$ cat config.mk
export PLATFORM = sky130hd
export DESIGN_NAME = port_pin_override_logic
export DESIGN_NICKNAME = d
export VERILOG_FILES = /design/src/rtl/port_pkg.sv /design/src/rtl/port_pin_cell.sv /design/src/rtl/port_pin_override_logic.sv
export SDC_FILE = /design/constraint.sdc
export NUM_CORES = 1
export LEC_CHECK = 0
export BUFFER_PORTS_ARGS = -buffer_cell sky130_fd_sc_hd__buf_2
export CORE_MARGIN = 2
export CORE_UTILIZATION = 31
export CTS_CLUSTER_DIAMETER = 60
export CTS_CLUSTER_SIZE = 28
export DETAILED_ROUTE_END_ITERATION = 10
export GPL_TIMING_DRIVEN = 0
export PLACE_DENSITY = 0.67
export SYNTH_ARGS = -nofsm -noshare
export SYNTH_HDL_FRONTEND = slang
export SYNTH_SLANG_ARGS = --single-unit
$ cat constraint.sdc
create_clock -name sys_clk_i -period 2 [get_ports sys_clk_i]
set_clock_uncertainty 0.1 [all_clocks]
set_input_delay 0.3 -clock sys_clk_i [delete_from_list [all_inputs] [get_ports sys_clk_i]]
set_output_delay 0.3 -clock sys_clk_i [all_outputs]
set_load 0.05 [all_outputs]
$ cat src/rtl/port_pkg.sv
// Purpose: Shared constants for the general-purpose I/O port block
// Assumes: 32-bit APB data, one aligned word per register
// Notes: Sleep mode codes and register offsets are local choices
package port_pkg;
   localparam int unsigned PIN_COUNT = 8;
   localparam int unsigned ADDR_W = 8;
   localparam int unsigned DATA_W = 32;
   // Register byte offsets
   localparam logic [7:0] DIR_OFS = 8'h00;
   localparam logic [7:0] OUT_OFS = 8'h04;
   localparam logic [7:0] SAMPLE_OFS = 8'h08;
   localparam logic [7:0] SFR_OFS = 8'h0C;
   localparam logic [7:0] SLEEP_OFS = 8'h10;
   localparam logic [7:0] INT_EN_OFS = 8'h14;
   localparam logic [7:0] ANY_EDGE_OFS = 8'h18;
   localparam logic [7:0] FLAG_OFS = 8'h1C;
   // Field positions
   localparam int unsigned PULLUP_OFF_BIT = 2;
   localparam int unsigned SLEEP_MODE_LSB = 0;
   localparam int unsigned SLEEP_MODE_W = 3;
   localparam int unsigned SLEEP_ACTIVE_BIT = 3;
   // Reset values
   localparam logic [31:0] DIR_RST = 32'h0000_0000;
   localparam logic [31:0] OUT_RST = 32'h0000_0000;
   localparam logic [31:0] INT_EN_RST = 32'h0000_0000;
   localparam logic [31:0] ANY_EDGE_RST = 32'h0000_0000;
   localparam logic PULLUP_OFF_RST = 1'b0;
   localparam logic [2:0] SLEEP_MODE_RST = 3'h0;
   // Sleep mode codes
   typedef enum logic [2:0]
   {
      MODE_IDLE = 3'h0,
      MODE_ADC_QUIET = 3'h1,
      MODE_POWER_DOWN = 3'h2,
      MODE_POWER_SAVE = 3'h3,
      MODE_STANDBY = 3'h6,
      MODE_EXT_STANDBY = 3'h7
   } sleep_mode_t;
endpackage

$ cat src/rtl/port_pin_cell.sv
// Purpose: Combinational override logic of one port pin
// Assumes: Override enables already masked for pins without alternate function
// Notes: Pure logic; the port top registers every pad-facing result
`timescale 1ns/100ps
module port_pin_cell
(
   input wire logic pin_direction_bit_i,
   input wire logic pin_output_value_bit_i,
   input wire logic global_pullup_off_i,
   input wire logic sleep_clamp_i,
   input wire logic ext_int_enable_i,
   input wire logic pullup_override_enable_i,
   input wire logic pullup_override_value_i,
   input wire logic direction_override_enable_i,
   input wire logic direction_override_value_i,
   input wire logic level_override_enable_i,
   input wire logic level_override_value_i,
   input wire logic input_gate_override_enable_i,
   input wire logic input_gate_override_value_i,
   input wire logic pad_i,
   output logic pullup_o,
   output logic drive_en_o,
   output logic drive_level_o,
   output logic input_en_o,
   output logic digital_in_o
);
   logic plain_pullup;
   logic plain_input_en;

   always_comb
   begin
      plain_pullup = (~pin_direction_bit_i) & pin_output_value_bit_i & (~global_pullup_off_i);
      if (pullup_override_enable_i)
      begin
         pullup_o = pullup_override_value_i;
      end
      else
      begin
         pullup_o = plain_pullup;
      end
   end

   always_comb
   begin
      if (direction_override_enable_i)
      begin
         drive_en_o = direction_override_value_i;
      end
      else
      begin
         drive_en_o = pin_direction_bit_i;
      end
   end

   always_comb
   begin
      if (level_override_enable_i)
      begin
         drive_level_o = level_override_value_i;
      end
      else
      begin
         drive_level_o = pin_output_value_bit_i;
      end
   end

   always_comb
   begin
      plain_input_en = ~(sleep_clamp_i & ~ext_int_enable_i);
      if (input_gate_override_enable_i)
      begin
         input_en_o = input_gate_override_value_i;
      end
      else
      begin
         input_en_o = plain_input_en;
      end
      digital_in_o = pad_i & input_en_o;
   end
endmodule // port_pin_cell

$ cat src/rtl/port_pin_override_logic.sv
// Purpose: One general-purpose I/O port with alternate-function overrides and sleep input clamp
// Assumes: APB slave, single clock, synchronous active-low reset, synchronous pad inputs
// Notes: Alternate input and analog path are pass-through and not registered
`timescale 1ns/100ps
module port_pin_override_logic
#(
   parameter int unsigned WIDTH = port_pkg::PIN_COUNT,
   parameter logic [port_pkg::PIN_COUNT-1:0] ALT_MASK = 8'hFF
)
(
   input wire logic sys_clk_i,
   input wire logic rst_n_i,
   input wire logic psel_i,
   input wire logic penable_i,
   input wire logic pwrite_i,
   input wire logic [port_pkg::ADDR_W-1:0] paddr_i,
   input wire logic [port_pkg::DATA_W-1:0] pwdata_i,
   output logic [port_pkg::DATA_W-1:0] prdata_o,
   output logic pready_o,
   output logic pslverr_o,
   input wire logic wake_i,
   input wire logic [WIDTH-1:0] pullup_override_enable_i,
   input wire logic [WIDTH-1:0] pullup_override_value_i,
   input wire logic [WIDTH-1:0] direction_override_enable_i,
   input wire logic [WIDTH-1:0] direction_override_value_i,
   input wire logic [WIDTH-1:0] level_override_enable_i,
   input wire logic [WIDTH-1:0] level_override_value_i,
   input wire logic [WIDTH-1:0] input_gate_override_enable_i,
   input wire logic [WIDTH-1:0] input_gate_override_value_i,
   input wire logic [WIDTH-1:0] pad_i,
   output logic [WIDTH-1:0] pad_o,
   output logic [WIDTH-1:0] pad_oe_o,
   output logic [WIDTH-1:0] pullup_o,
   output logic [WIDTH-1:0] alt_pin_input_o,
   input wire logic [WIDTH-1:0] alt_analog_pad_out_i,
   input wire logic [WIDTH-1:0] alt_analog_pad_oe_i,
   output logic [WIDTH-1:0] alt_analog_pad_in_o,
   output logic [WIDTH-1:0] alt_analog_pad_drive_o,
   output logic [WIDTH-1:0] alt_analog_pad_drive_oe_o,
   output logic sleep_clamp_o
);
   import port_pkg::*;

   logic [WIDTH-1:0] dir_r;
   logic [WIDTH-1:0] out_r;
   logic [WIDTH-1:0] int_en_r;
   logic [WIDTH-1:0] any_edge_r;
   logic [WIDTH-1:0] flag_r;
   logic [WIDTH-1:0] flag_nxt;
   logic pullup_off_r;
   logic [SLEEP_MODE_W-1:0] sleep_mode_r;
   logic sleep_active_r;
   logic sleep_clamp;
   logic [WIDTH-1:0] sync1_r;
   logic [WIDTH-1:0] sample_r;
   logic [WIDTH-1:0] sample_prev_r;
   logic [WIDTH-1:0] cell_pullup;
   logic [WIDTH-1:0] cell_drive_en;
   logic [WIDTH-1:0] cell_level;
   logic [WIDTH-1:0] cell_digital_in;
   logic access;
   logic wr_en;
   logic dir_wr_stb;
   logic out_wr_stb;
   logic sfr_wr_stb;
   logic sleep_wr_stb;
   logic int_en_wr_stb;
   logic any_edge_wr_stb;
   logic flag_wr_stb;
   logic mapped;
   logic [DATA_W-1:0] rd_word;

   // Deep sleep modes that gate the pad inputs
   function automatic logic is_clamp_mode(input logic [SLEEP_MODE_W-1:0] mode);
      is_clamp_mode = (mode == MODE_POWER_DOWN) || (mode == MODE_POWER_SAVE) ||
                      (mode == MODE_STANDBY) || (mode == MODE_EXT_STANDBY);
   endfunction

   function automatic logic [DATA_W-1:0] widen(input logic [WIDTH-1:0] v);
      widen = '0;
      widen[WIDTH-1:0] = v;
   endfunction

   // Bus decode; one strobe per writable register (none for the read-only sample register), shared by all pins of the port
   assign access = psel_i & penable_i & pready_o;
   assign wr_en = access & pwrite_i;
   assign dir_wr_stb = wr_en & (paddr_i == DIR_OFS);
   assign out_wr_stb = wr_en & (paddr_i == OUT_OFS);
   assign sfr_wr_stb = wr_en & (paddr_i == SFR_OFS);
   assign sleep_wr_stb = wr_en & (paddr_i == SLEEP_OFS);
   assign int_en_wr_stb = wr_en & (paddr_i == INT_EN_OFS);
   assign any_edge_wr_stb = wr_en & (paddr_i == ANY_EDGE_OFS);
   assign flag_wr_stb = wr_en & (paddr_i == FLAG_OFS);

   always_comb
   begin
      mapped = 1'b1;
      rd_word = '0;
      unique case (paddr_i)
         DIR_OFS: rd_word = widen(dir_r);
         OUT_OFS: rd_word = widen(out_r);
         SAMPLE_OFS: rd_word = widen(sample_r);
         SFR_OFS: rd_word[PULLUP_OFF_BIT] = pullup_off_r;
         SLEEP_OFS:
         begin
            rd_word[SLEEP_MODE_LSB +: SLEEP_MODE_W] = sleep_mode_r;
            rd_word[SLEEP_ACTIVE_BIT] = sleep_active_r;
         end
         INT_EN_OFS: rd_word = widen(int_en_r);
         ANY_EDGE_OFS: rd_word = widen(any_edge_r);
         FLAG_OFS: rd_word = widen(flag_r);
         default: mapped = 1'b0;
      endcase
   end

   // Access phase lasts two cycles; pready rises in the second
   always_ff @(posedge sys_clk_i)
   begin
      if (!rst_n_i)
      begin
         pready_o <= 1'b0;
         pslverr_o <= 1'b0;
         prdata_o <= '0;
      end
      else
      begin
         pready_o <= psel_i & penable_i & ~pready_o;
         pslverr_o <= psel_i & penable_i & ~pready_o & ~mapped;
         if (psel_i & penable_i & ~pready_o & ~pwrite_i)
         begin
            prdata_o <= rd_word;
         end
      end
   end

   always_ff @(posedge sys_clk_i)
   begin
      if (!rst_n_i)
      begin
         dir_r <= DIR_RST[WIDTH-1:0];
         out_r <= OUT_RST[WIDTH-1:0];
         int_en_r <= INT_EN_RST[WIDTH-1:0];
         any_edge_r <= ANY_EDGE_RST[WIDTH-1:0];
         pullup_off_r <= PULLUP_OFF_RST;
      end
      else
      begin
         if (dir_wr_stb)
         begin
            dir_r <= pwdata_i[WIDTH-1:0];
         end
         if (out_wr_stb)
         begin
            out_r <= pwdata_i[WIDTH-1:0];
         end
         if (int_en_wr_stb)
         begin
            int_en_r <= pwdata_i[WIDTH-1:0];
         end
         if (any_edge_wr_stb)
         begin
            any_edge_r <= pwdata_i[WIDTH-1:0];
         end
         if (sfr_wr_stb)
         begin
            pullup_off_r <= pwdata_i[PULLUP_OFF_BIT];
         end
      end
   end

   // Sleep controller: software enters, wake event leaves
   always_ff @(posedge sys_clk_i)
   begin
      if (!rst_n_i)
      begin
         sleep_mode_r <= SLEEP_MODE_RST;
         sleep_active_r <= 1'b0;
      end
      else if (wake_i)
      begin
         sleep_active_r <= 1'b0;
      end
      else if (sleep_wr_stb)
      begin
         sleep_mode_r <= pwdata_i[SLEEP_MODE_LSB +: SLEEP_MODE_W];
         sleep_active_r <= pwdata_i[SLEEP_ACTIVE_BIT];
      end
   end

   assign sleep_clamp = sleep_active_r & is_clamp_mode(sleep_mode_r);

   // Per-pin override cells; enables masked where a pin has no alternate function
   // Peripherals drive enables and values directly
   genvar g;
   generate
      for (g = 0; g < WIDTH; g++)
      begin : g_pin
         port_pin_cell u_cell
         (
            .pin_direction_bit_i(dir_r[g]),
            .pin_output_value_bit_i(out_r[g]),
            .global_pullup_off_i(pullup_off_r),
            .sleep_clamp_i(sleep_clamp),
            .ext_int_enable_i(int_en_r[g]),
            .pullup_override_enable_i(pullup_override_enable_i[g] & ALT_MASK[g]),
            .pullup_override_value_i(pullup_override_value_i[g]),
            .direction_override_enable_i(direction_override_enable_i[g] & ALT_MASK[g]),
            .direction_override_value_i(direction_override_value_i[g]),
            .level_override_enable_i(level_override_enable_i[g] & ALT_MASK[g]),
            .level_override_value_i(level_override_value_i[g]),
            .input_gate_override_enable_i(input_gate_override_enable_i[g] & ALT_MASK[g]),
            .input_gate_override_value_i(input_gate_override_value_i[g]),
            .pad_i(pad_i[g]),
            .pullup_o(cell_pullup[g]),
            .drive_en_o(cell_drive_en[g]),
            .drive_level_o(cell_level[g]),
            .input_en_o(),
            .digital_in_o(cell_digital_in[g])
         );
      end
   endgenerate

   // Raw gated input for alternate users, unsynchronised
   assign alt_pin_input_o = cell_digital_in;

   // Analog path bypasses all digital buffering
   assign alt_analog_pad_in_o = pad_i;
   assign alt_analog_pad_drive_o = alt_analog_pad_out_i;
   assign alt_analog_pad_drive_oe_o = alt_analog_pad_oe_i;

   // Pad drive registers; tri-state and pull-ups off during reset
   always_ff @(posedge sys_clk_i)
   begin
      if (!rst_n_i)
      begin
         pad_oe_o <= '0;
         pad_o <= '0;
         pullup_o <= '0;
         sleep_clamp_o <= 1'b0;
      end
      else
      begin
         pad_oe_o <= cell_drive_en;
         pad_o <= cell_level & cell_drive_en;
         pullup_o <= cell_pullup;
         sleep_clamp_o <= sleep_clamp;
      end
   end

   // Two-stage synchroniser feeding the sample register
   always_ff @(posedge sys_clk_i)
   begin
      if (!rst_n_i)
      begin
         sync1_r <= '0;
         sample_r <= '0;
         sample_prev_r <= '0;
      end
      else
      begin
         sync1_r <= cell_digital_in;
         sample_r <= sync1_r;
         sample_prev_r <= sample_r;
      end
   end

   // Any-edge flags set on every change of the gated input of a pin enabled in any_edge_r; deep sleep gates it unless interrupt on; set wins over clear
   always_comb
   begin
      flag_nxt = flag_r;
      if (flag_wr_stb)
      begin
         flag_nxt = flag_r & ~pwdata_i[WIDTH-1:0];
      end
      flag_nxt = flag_nxt | (any_edge_r & (sample_r ^ sample_prev_r));
   end

   always_ff @(posedge sys_clk_i)
   begin
      if (!rst_n_i)
      begin
         flag_r <= '0;
      end
      else
      begin
         flag_r <= flag_nxt;
      end
   end
endmodule // port_pin_override_logic

# == Word-level counts from Yosys, hierarchy flattened ==
# Cells that the tools add are included.
# classes
order_cmp,0
n_addsub,0
n_reduce_logical,7
shift,0
n_mux,38
eq_ne,11
n_div,0
multipliers,0
bitwise,82
# op_table
cell,count
$and A1 B1 Y1,46
$mux W1,33
$eq A8 B5 Y1 const B,4
$not A1 Y1,30
$and A8 B8 Y8,3
$pmux W4 S6,1
$eq A8 B4 Y1 const B,2
$pmux W2 S7,1
$eq A8 B3 Y1 const B,1
$logic_not A8 Y1,1
$mux W8,1
$not A8 Y8,1
$or A8 B8 Y8,1
$pmux W1 S8,1
$reduce_or A8 Y1,1
$xor A8 B8 Y8,1
$pmux W1 S7,1
$eq A3 B2 Y1 const B,2
$eq A3 B3 Y1 const B,2
$logic_or A1 B1 Y1,3
$reduce_and A2 Y1,1
$reduce_or A2 Y1,1
# word_totals
input_bits,134
latchBits,0
output_inout_bits,91
mem_bits_rw,0
n_memories,0
reg_bits,128
romBits,0

# == Longest topological paths before layout ==
# Gate-level depths: netlist of the first run.
# depth
word_depth,9
ltp_mapped,6

# == Modules after synthesis ==
# From an unflattened synthesis of the first run, not the netlist that was laid out.
# hier_totals
hier_cells,519
hier_area_um2,4924.7
# by_module_without_submodules
module,area_per_inst_um2,instances,cells_each
port_pin_override_logic,4374.2,1,439
port_pin_cell,68.8,8,10

# == Least setup slack after synthesis of the first run ==
# Ideal clock, no wire load.
# synth_path
kind,reg2reg
startpoint,register pready_o
endpoint,register any_edge_r[0]
stages_incl_launch_ff,6
setup_slack_ns,0.155
n_path_buf,1
setup_time_ns,0.128
t_arrival_ns,1.617
path_cell_list,dfxtp_1 > and4_1 > buf_2 > nand4_2 > mux2i_1 > nor2_1
# synth_between
elab_chain_cells,3
# synth_rtl
element,line,text
start: declaration,port_pin_override_logic.sv:19,"output logic pready_o,"
start signal: assignment,port_pin_override_logic.sv:127,pready_o <= psel_i & penable_i & ~pready_o;
$and A1 B1 Y1,port_pin_override_logic.sv:85,assign access = psel_i & penable_i & pready_o;
$and A1 B1 Y1,port_pin_override_logic.sv:86,assign wr_en = access & pwrite_i;
$and A1 B1 Y1,port_pin_override_logic.sv:92,assign any_edge_wr_stb = wr_en & (paddr_i == ANY_EDGE_OFS);
end signal: assignment,port_pin_override_logic.sv:143,any_edge_r <= ANY_EDGE_RST[WIDTH-1:0];
end signal: assignment,port_pin_override_logic.sv:162,any_edge_r <= pwdata_i[WIDTH-1:0];
end: declaration,port_pin_override_logic.sv:47,logic [WIDTH-1:0] any_edge_r;
# No other way between the ends.
# A chain may end at the register's enable or synchronous reset.

# == Worst setup path after layout of the first run ==
# layout_path
startpoint,register sleep_active_r
endpoint,output alt_pin_input_o[3]
# layout_between
elab_chain_cells,5
# layout_rtl
element,line,text
start: declaration,port_pin_override_logic.sv:52,logic sleep_active_r;
start signal: assignment,port_pin_override_logic.sv:186,sleep_active_r <= pwdata_i[SLEEP_ACTIVE_BIT];
$and A1 B1 Y1,port_pin_override_logic.sv:190,assign sleep_clamp = sleep_active_r & is_clamp_mode(sleep_mode_r);
$and A1 B1 Y1,port_pin_cell.sv:69,plain_input_en = ~(sleep_clamp_i & ~ext_int_enable_i);
$not A1 Y1,port_pin_cell.sv:69,
$mux W1,port_pin_cell.sv:70,if (input_gate_override_enable_i)
$and A1 B1 Y1,port_pin_cell.sv:78,digital_in_o = pad_i & input_en_o;
end: declaration,port_pin_override_logic.sv:34,"output logic [WIDTH-1:0] alt_pin_input_o,"
# No other way between the ends.

==> out/results.tsv, run 1 <==
stage	metric	value	unit
pwr	Peak VDD IR	0.402	mV
timing	Slew Viols, Final	0	
min_path	worst hold path type	in2reg	
synth	post-synth top area cell	dfxtp_1	
timing	maximum operating frequency	523	MHz
pwr	PwrDens	747	mW/mm^2
route	final WL	12.8	mm
route	drt initial violations	193	
setup_path	WP data required	1600	ps
pwr	Sw Ratio	27.5	%
min_path	Worst Hold Launch	wake_i	
global_route	global-route wire length before repair	19.1	mm
placement	IO Port Bufs	157	
floorplan	Initial Util	31.4	%
cts	CTS tree	built	
route	Avg Vias per Cell	4.59	
synth	asr flop ratio synth	0	%
pwr	leak pwr	3.12	nW
cts	clock-pin slew on the worst setup and hold paths	60	ps
synth	Post-Syn Area	0.00472	mm^2
global_route	vias in the first global route	3574	
cts	Clock Path Buffers	2	
cells_and_area	area delta synth->final	29.8	%
cts	Setup Fix Bufs, Post-CTS	0	
cells_and_area	share of cells above drive strength 1	38.0	%
global_route	Tot GR Track Use	15.3	%
setup_path	crit path DAT	1510	ps
synth	Synth top area share	44.1	%
synth	Post-Syn Instances	481	
placement	pre-CTS WS	-107	ps
timing	Worst-Margin Slew	786	ps
cts	cts hold-fix bufs	0	
floorplan	row count	45	
setup_path	critical path class	reg2out	
cells_and_area	fin util	40.8	%
run_status	outcome	finished clean	
cts	worst skew pair latency	340	ps
cts	H-tree levels	3	
route	number of remaining DRC errors	0	
pwr	Comb pwr share	16.3	%
setup_path	Slowest cell on crit path	dfxtp_1	
route	drt pass-1 iters	4	
synth	Mean Syn Cell Area	9.81	um^2
setup_path	critical path startpoint	sleep_active_r	
synth	Synth warnings	0	
floorplan	Die W	127	um
setup_path	family with the most delay on the worst path	flip-flops	
timing	final period utilization	95.6	%
floorplan	Top Ports	225	
route	WL per Instance	14.8	um
cells_and_area	Layout fillers	1495	
pwr	P_sw	1.26	mW
floorplan	core area	0.0150	mm^2
cells_and_area	final std cells w/o fill	865	
synth	most common cell in the netlist	dfxtp_1	
timing	final setup margin	89.0	ps
synth	main flop type after synthesis	dfxtp_1	
global_route	antenna violations before repair	0	
cells_and_area	nets@finish	806	
floorplan	height of the chip	127	um
cts	total CTS buffers	9	
synth	Synth area leaders	dfxtp_1 (44%), mux2i_1 (13%), buf_4 (9.5%)	
cells_and_area	ANT cells	0	
route	via count	3973	
synth	EDFF count, synth	0	
synth	post-synthesis cell type count	41	
placement	RePlAce Congestion	0.884	
cts	CTS sink count	104	
timing	Hold Vio Cnt, Final	0	
cts	root buf cell	clkbuf_16	
setup_path	r2r startpoint	pready_o	
placement	hpwl dp	9.72	mm
setup_path	crit path capture type	output port	
setup_path	crit-path cells	nand2_4, o311a_1, buf_4, buf_2	
synth	FF+latch count, synth	104	
route	DRT antenna net count	0	
global_route	largest net degree at the start of global routing	17	
timing	RSZ-0062 raised after global routing	false	
pwr	internal power	3.32	mW
setup_path	Worst Path Buf+Inv	2	
setup_path	crit path max fanout	9	
timing	Final Setup Violations	0	
timing	Max-Slew Margin vs Limit	47.6	%
placement	post-placement cell count	849	
global_route	Remaining Overflow, GRT	0	
floorplan	die area	0.0162	mm^2
cts	post_cts resized	2	
timing	Final min period	1910	ps
pwr	sequential share of power	46.3	%
setup_path	Startpoint Class	flop	
pwr	Clk network pwr share	37.5	%
synth	Post-synth top cells	dfxtp_1 (104), mux2i_1 (61), buf_4 (60)	
flow_run	Max Cap Violations	0	
setup_path	slowest stage delay, CP	380	ps
synth	post-synthesis sequential area ratio	44.1	%
state kept, by name, summed over array words and instances (netlist names):
signal and flops:
int_en_r 8, sleep_active_r 1, sample_prev_r 8, out_r 8, pad_o 8, dir_r 8, sample_r 8, sync1_r 8
any_edge_r 8, pslverr_o 1, pullup_o 8, pad_oe_o 8, sleep_mode_r 3, pready_o 1, sleep_clamp_o 1, flag_r 8
pullup_off_r 1, prdata_o 8
layout by cell type, fill, tap and decap left out, types with 7 or more instances in the layout:
master	synthesis	final
xor2_1	8	8
a21oi_1	19	19
dfxtp_1	104	103
o311a_1	8	8
mux2i_1	61	61
nand2_1	22	21
nor3_1	13	13
clkbuf_1	12	13
a311oi_1	8	8
o21ai_0	7	7
and2_1	26	26
buf_2	4	161
mux2_2	10	10
nand2b_1	9	9
clkbuf_16	0	9
nor4b_1	9	9
buf_4	60	60
conb_1	1	24
nor2_1	56	55
final cells by class:
| type | instances | area, um^2 | area share (%) |
|---|---|---|---|
| timing repair buffer | 157 | 786 | 12.8 |
| clock inverter | 6 | 60.1 | 0.980 |
| sequential | 104 | 2080 | 34.0 |
| buffer | 76 | 515 | 8.41 |
| inverter | 3 | 11.3 | 0.184 |
| tap | 188 | 235 | 3.84 |
| multi-input combinational | 321 | 2210 | 36.0 |
| clock buffer | 10 | 229 | 3.74 |
metal layers:
metal | track usage, % | wire [um] | part of all wire [%]
met1 | 19.5 | 5680 | 45
met2 | 25.2 | 5690 | 45
met3 | 3.48 | 1110 | 8.7
met4 | 6.40 | 283 | 2.2
met5 | 0 | 0 | 0
power groups by stage:
stage / sequential [mW] / clock, mW / combinational (mW)
5_1_grt: 2.12 / 1.85 / 0.788
4_1_cts: 2.12 / 1.78 / 0.747
3_5_place_dp: 2.17 / 0 / 0.745
3_3_place_gp: 2.17 / 0 / 0.743
2_1_floorplan: 2.23 / 0 / 0.473
6_report: 2.12 / 1.71 / 0.745
cell families (layout without fill, tap and decap cells):
kind of cell              count (synthesis)  after routing  share of synthesized area (%)
AOI/OAI and AO/OA                        60             60                           9.25
xor gates and xnor gates                  8              8                           1.48
buffers and inverters                    79            252                           11.2
DFF                                     104            104                           44.1
muxes                                    72             72                           15.9
other                                     1             24                         0.0794
and+or+nand+nor                         157            157                           18.0
worst reg2reg max path, delay by kind of cell, from the launching register on:
kind                   cells  cell delay, ps
buffers and inverters      1             230
muxes                      1             310
and+or+nand+nor            3             680
DFF                        1             370
path summary, 6_finish.rpt:
path | cells past startpoint | endpoint | slack, ps
setup reg to reg | 5 | any_edge_r[4] | 180
hold / removal | 2 | sleep_active_r | 50
setup / recovery | 4 | alt_pin_input_o[3] | 90
hold reg to reg | 1 | sample_r[1] | 330
stage by stage:
step / power [mW] / TNS [ps] / instance area [um^2] / hold slack, ps
after CTS: 4.65 / 0 / 6120 / 27.0
after global routing: 4.76 / 0 / 6130 / 35.9
after floorplan: 2.70 / 0 / 4810 / 279
after detailed placement: 2.91 / -817 / 5830 / 320
after global placement: 2.91 / -825 / 5830 / 316
final: 4.58 / 0 / 6130 / 46.9
(Power assumes the default switching activity.)
==> run 2: changes to the inputs <==
--- a/config.mk
+++ b/config.mk
@@ -5,6 +5,7 @@
 export SDC_FILE = /design/constraint.sdc
 export NUM_CORES = 1
 export LEC_CHECK = 0
+export ABC_AREA = 1
 export BUFFER_PORTS_ARGS = -buffer_cell sky130_fd_sc_hd__buf_2
 export CORE_MARGIN = 2
 export CORE_UTILIZATION = 31
==> out/results.tsv, run 2 <==
stage	metric	value	unit
synth	Mean Syn Cell Area	7.77	um^2
synth	FF+latch count, synth	104	
setup_path	Slowest cell on crit path	dfxtp_1	
global_route	Tot GR Track Use	16.2	%
pwr	leak pwr	3.23	nW
synth	multiplexer share of the synthesized area	1.03	%
synth	post-synthesis sequential area ratio	42.8	%
timing	Worst-Margin Slew	772	ps
synth	main flop type after synthesis	dfxtp_1	
global_route	global-route wire length before repair	21.1	mm
placement	RePlAce Congestion	0.925	
synth	post-synthesis cell type count	42	
cts	worst skew pair latency	340	ps
cts	CTS sink count	104	
route	via count	4553	
timing	RSZ-0062 raised after global routing	false	
global_route	antenna violations before repair	0	
pwr	Peak VDD IR	0.393	mV
timing	Slew Viols, Final	0	
floorplan	Die W	129	um
setup_path	Startpoint Class	flop	
route	WL per Instance	13.3	um
setup_path	WP data required	1600	ps
setup_path	crit path DAT	1460	ps
synth	Post-Syn Area	0.00487	mm^2
cts	Setup Fix Bufs, Post-CTS	0	
floorplan	row count	45	
synth	most common cell in the netlist	dfxtp_1	
run_status	outcome	finished clean	
synth	Post-synth top cells	dfxtp_1 (104), inv_1 (82), nand2_1 (70)	
cts	H-tree levels	3	
cells_and_area	area delta synth->final	31.0	%
placement	Placed Instance Area	0.00602	mm^2
floorplan	core area	0.0153	mm^2
pwr	PwrDens	746	mW/mm^2
synth	asr flop ratio synth	0	%
cells_and_area	nets@finish	955	
global_route	vias in the first global route	4071	
cells_and_area	fin util	41.8	%
global_route	largest net degree at the start of global routing	19	
setup_path	Worst Path Buf+Inv	3	
cells_and_area	Final Cell Area	0.00638	mm^2
synth	xor/xnor cell area share of the yosys netlist	0.899	%
route	Avg Vias per Cell	4.39	
global_route	Remaining Overflow, GRT	0	
cells_and_area	share of cells above drive strength 1	33.7	%
route	DRT antenna net count	0	
placement	hpwl dp	10.8	mm
timing	final period utilization	93.1	%
cts	root buf cell	clkbuf_16	
synth	Synth warnings	0	
cells_and_area	Layout fillers	1575	
timing	Max-Slew Margin vs Limit	48.5	%
timing	Hold Vio Cnt, Final	0	
synth	largest family of logic cells by synthesized area	simple AND/OR/NAND/NOR gates	
setup_path	critical path class	reg2out	
route	final WL	13.8	mm
setup_path	family with the most delay on the worst path	buffers and inverters	
synth	adder-cell share of the synthesized area	0	%
floorplan	Top Ports	225	
cts	Clock Path Buffers	2	
timing	Final min period	1860	ps
route	number of remaining DRC errors	0	
cts	CTS tree	built	
synth	Synth area leaders	dfxtp_1 (43%), buf_4 (8.9%), a21oi_1 (6.5%)	
route	drt initial violations	289	
floorplan	Initial Util	31.9	%
setup_path	crit path capture type	output port	
setup_path	crit path max fanout	8	
synth	Post-Syn Instances	627	
setup_path	crit-path cells	nand2_1, inv_2, a31oi_1, buf_4, clkbuf_4	
synth	compound-cell area share of the yosys netlist	16.5	%
cells_and_area	most frequent cells in the layout	buf_2 (154), dfxtp_1 (104), inv_1 (81)	
cts	clock-pin slew on the worst setup and hold paths	70	ps
floorplan	height of the chip	129	um
flow_run	Max Cap Violations	0	
synth	Synth top area share	42.8	%
synth	EDFF count, synth	0	
cts	total CTS buffers	9	
cells_and_area	most common cell after layout, fill and taps aside	buf_2	
floorplan	die area	0.0167	mm^2
synth	post-synth top area cell	dfxtp_1	
route	drt pass-1 iters	5	
placement	IO Port Bufs	160	
setup_path	slowest stage delay, CP	320	ps
min_path	worst hold path type	in2reg	
timing	Final Setup Violations	0	
timing	maximum operating frequency	537	MHz
cells_and_area	ANT cells	0	
synth	simple-gate share of the synthesized area	20.5	%
run 2: cell types whose count changed after synthesis, sizes merged, moves of 10 or more:
cell   before  now
nand3       0   31
mux2i      61    5
and2       26    8
a31oi       0   11
nand2      22   79
mux2       10    0
o21ai       7   61
a21oi      19   66
inv         3   87
run 2: final timing paths:
| path | startpoint | to | slack (ps) | cells after the start |
|---|---|---|---|---|
| min reg2reg | sync1_r[4] | sample_r[4] | 310 | 2 |
| max reg2reg | pready_o | sleep_mode_r[1] | 530 | 6 |
| min | wake_i | sleep_active_r | 50 | 2 |
| max | sleep_mode_r[1] | alt_pin_input_o[1] | 140 | 5 |
run 2: cells by family (layout without fill, tap and decap cells):
family,Yosys count,count (layout)
simple gates,200,200
buf+inv,164,340
compound gates,148,148
flops,104,104
xor+xnor,5,5
mux,5,5
other cells,1,24
run 2: area by class of cell:
cell class | count | area [um^2] | share of cell area, %
Clock inverter | 6 | 72.6 | 1.14
Tap cell | 211 | 264 | 4.14
Inverter | 88 | 338 | 5.30
Buffer | 76 | 554 | 8.69
Sequential cell | 104 | 2080 | 32.6
Timing Repair Buffer | 160 | 821 | 12.9
Clock buffer | 10 | 239 | 3.75
Multi-Input combinational cell | 382 | 2010 | 31.5
run 2: worst reg2reg max path: stages (launching register included):
cell and delay [ps]:
dfxtp_1 380, nand4_4 180, clkinv_4 150, nand3_2 100, or2_4 270, o21ai_1 130, a21oi_1 50
run 2: through the flow:
step                      total power, mW  hold WS (ps)  setup WS (ps)  setup TNS (ps)  cells
after floorplan                      2.73           276            285               0    650
after global placement               2.95           292           35.1               0   1021
after detailed placement             2.96           295          -20.7           -35.2   1021
after CTS                            4.79          38.2           31.8               0   1037
after global routing                 4.94          45.8           20.7               0   1037
final                                4.75          48.6            137               0   1037
run 2: repair_timing:
item | in CTS | in global routing
endpoints found under the setup margin | 0 | 8
hold buffers | 0 | 0
gates resized for setup | 0 | 13
run 2: metal layers:
layer | vias to the layer above | track usage [%] | share of wire [%]
li1 | 2351 | - | -
met1 | 1972 | 21.4 | 45
met2 | 216 | 25.9 | 44
met3 | 14 | 4.38 | 10
met4 | 0 | 4.67 | 1.3
met5 | - | 0 | 0
run 2: where the power goes:
group / total (mW) / switching [mW] / internal [mW]
clock: 1.84 / 0.819 / 1.02
sequential: 2.13 / 0.0173 / 2.11
combinational: 0.784 / 0.535 / 0.249
==> run 3: changes to the inputs <==
--- a/config.mk
+++ b/config.mk
@@ -7,13 +7,13 @@
 export LEC_CHECK = 0
 export ABC_AREA = 1
 export BUFFER_PORTS_ARGS = -buffer_cell sky130_fd_sc_hd__buf_2
-export CORE_MARGIN = 2
+export CORE_MARGIN = 5
 export CORE_UTILIZATION = 31
 export CTS_CLUSTER_DIAMETER = 60
 export CTS_CLUSTER_SIZE = 28
 export DETAILED_ROUTE_END_ITERATION = 10
 export GPL_TIMING_DRIVEN = 0
-export PLACE_DENSITY = 0.67
+export PLACE_DENSITY = 0.61
 export SYNTH_ARGS = -nofsm -noshare
 export SYNTH_HDL_FRONTEND = slang
 export SYNTH_SLANG_ARGS = --single-unit
==> out/results.tsv, run 3 (same netlist as run 2, synthesis figures left out) <==
stage	metric	value	unit
route	DRT antenna net count	0	
min_path	worst hold path type	in2reg	
pwr	PwrDens	721	mW/mm^2
setup_path	r2r startpoint	pready_o	
cells_and_area	Final Cell Area	0.00634	mm^2
pwr	Comb pwr share	17.0	%
setup_path	Slowest cell on crit path	dfxtp_1	
global_route	global-route wire length before repair	21.9	mm
route	drt initial violations	255	
cells_and_area	most common cell after layout, fill and taps aside	buf_2	
setup_path	Reg2Reg Depth	6	
cts	cts hold-fix bufs	0	
flow_run	Max Cap Violations	0	
floorplan	height of the chip	135	um
floorplan	row count	45	
cells_and_area	fin util	41.4	%
run_status	outcome	finished clean	
placement	RePlAce Congestion	0.878	
cts	Clock Path Buffers	2	
route	via count	4458	
placement	hpwl dp	11.2	mm
setup_path	crit-path cells	nand2_2, inv_2, a31oi_1, buf_4, buf_2	
global_route	antenna violations before repair	0	
timing	Setup TNS Final	0	ps
setup_path	crit path max fanout	8	
floorplan	Die W	135	um
setup_path	critical path class	reg2out	
cts	Setup Fix Bufs, Post-CTS	0	
timing	RSZ-0062 raised after global routing	false	
placement	IO Port Bufs	160	
cts	clock-pin slew on the worst setup and hold paths	70	ps
timing	final period utilization	92.5	%
cells_and_area	nets@finish	955	
route	WL per Instance	13.4	um
placement	Placed Instance Area	0.00602	mm^2
setup_path	crit path capture type	output port	
timing	Worst-Margin Slew	736	ps
route	drt pass-1 iters	4	
global_route	Remaining Overflow, GRT	0	
pwr	sequential share of power	46.6	%
cts	root buf cell	clkbuf_16	
floorplan	core area	0.0153	mm^2
pwr	Sw Ratio	28.6	%
global_route	vias in the first global route	4170	
timing	Slew Viols, Final	0	
timing	Hold Vio Cnt, Final	0	
setup_path	slowest stage delay, CP	330	ps
setup_path	crit path DAT	1450	ps
floorplan	die area	0.0183	mm^2
pwr	P_sw	1.31	mW
cts	CTS sink count	104	
pwr	leak pwr	3.22	nW
route	Avg Vias per Cell	4.30	
timing	Max-Slew Margin vs Limit	50.9	%
timing	Final Setup Violations	0	
setup_path	critical path startpoint	sleep_mode_r[1]	
route	final WL	13.9	mm
global_route	largest net degree at the start of global routing	17	
cells_and_area	area delta synth->final	30.3	%
timing	maximum operating frequency	541	MHz
min_path	hold depth	2	
floorplan	Initial Util	31.8	%
min_path	Worst Hold Launch	wake_i	
cts	H-tree levels	3	
route	number of remaining DRC errors	0	
setup_path	Startpoint Class	flop	
pwr	Peak VDD IR	0.402	mV
cts	total CTS buffers	9	
cells_and_area	most frequent cells in the layout	buf_2 (155), dfxtp_1 (104), inv_1 (81)	
cells_and_area	share of cells above drive strength 1	33.6	%
setup_path	WP data required	1600	ps
timing	Final min period	1850	ps
global_route	Tot GR Track Use	15.0	%
pwr	Clk network pwr share	36.4	%
cts	worst skew pair latency	340	ps
floorplan	Top Ports	225	
cts	CTS tree	built	
pwr	internal power	3.27	mW
-- run 3: cell count changes in the layout (fill, tap and decap cells not counted) --
cell,change
clkinv_4,+1
clkbuf_8,+1
bufinv_16,-1
a31oi_1,+1
nand2_2,+1
inv_6,-3
diode_2,+1
clkinv_2,+1
buf_2,+1
clkbuf_4,-1
nand2_1,-1
a31oi_2,-1
-- run 3: power groups by stage --
| stage | clock (mW) | combinational [mW] | sequential (mW) |
|---|---|---|---|
| global route | 1.78 | 0.838 | 2.13 |
| finish | 1.67 | 0.780 | 2.13 |
| detailed placement | 0 | 0.775 | 2.18 |
| floorplan | 0 | 0.468 | 2.27 |
| CTS | 1.69 | 0.777 | 2.13 |
| global placement | 0 | 0.773 | 2.18 |
-- run 3: what timing repair did --
item	in CTS	in global routing
gates resized for setup	0	12
setup endpoints to repair	0	8
endpoints found under the hold margin	0	0
-- run 3: cell type report --
cell class	instances	area, um^2
Fill cell	1625	8970
Sequential cell	104	2080
Multi-Input combinational cell	382	2000
Timing Repair Buffer	160	818
Buffer	76	554
Inverter	88	338
Tap cell	211	264
Clock buffer	11	253
Clock inverter	4	30.0
Antenna cell	1	2.50
-- run 3: worst paths after layout --
| kind | endpoint | slack, ps |
|---|---|---|
| worst max-delay path | alt_pin_input_o[2] | 150 |
| worst min-delay path | sleep_active_r | 40 |
| worst max register to register | sleep_mode_r[1] | 540 |
| worst min register to register | sample_r[0] | 310 |
-- run 3: through the flow --
stage          setup WS (ps)  power [mW]  hold slack [ps]  cells
2_1_floorplan            285        2.73              276    650
3_3_place_gp            55.5        2.95              295   1021
3_5_place_dp            82.6        2.95              295   1021
4_1_cts                 1.94        4.60             21.8   1036
5_1_grt                 49.2        4.76             33.2   1036
6_report                 151        4.58             37.8   1037
-- run 3: per-layer routing --
metal	global-route usage (%)	up-vias	share of wire, %
li1	-	2356	-
met1	20.9	1906	47
met2	23.4	185	43
met3	3.90	11	9.0
met4	3.53	0	0.77
met5	0	-	0
-- run 3: worst max-delay path: cells and delay by family, from the launching register on --
family	cells	cell delay [ps]
AOI/OAI and AO/OA	1	200
buffers and inverters	3	480
DFF	1	330
and+or+nand+nor	1	110
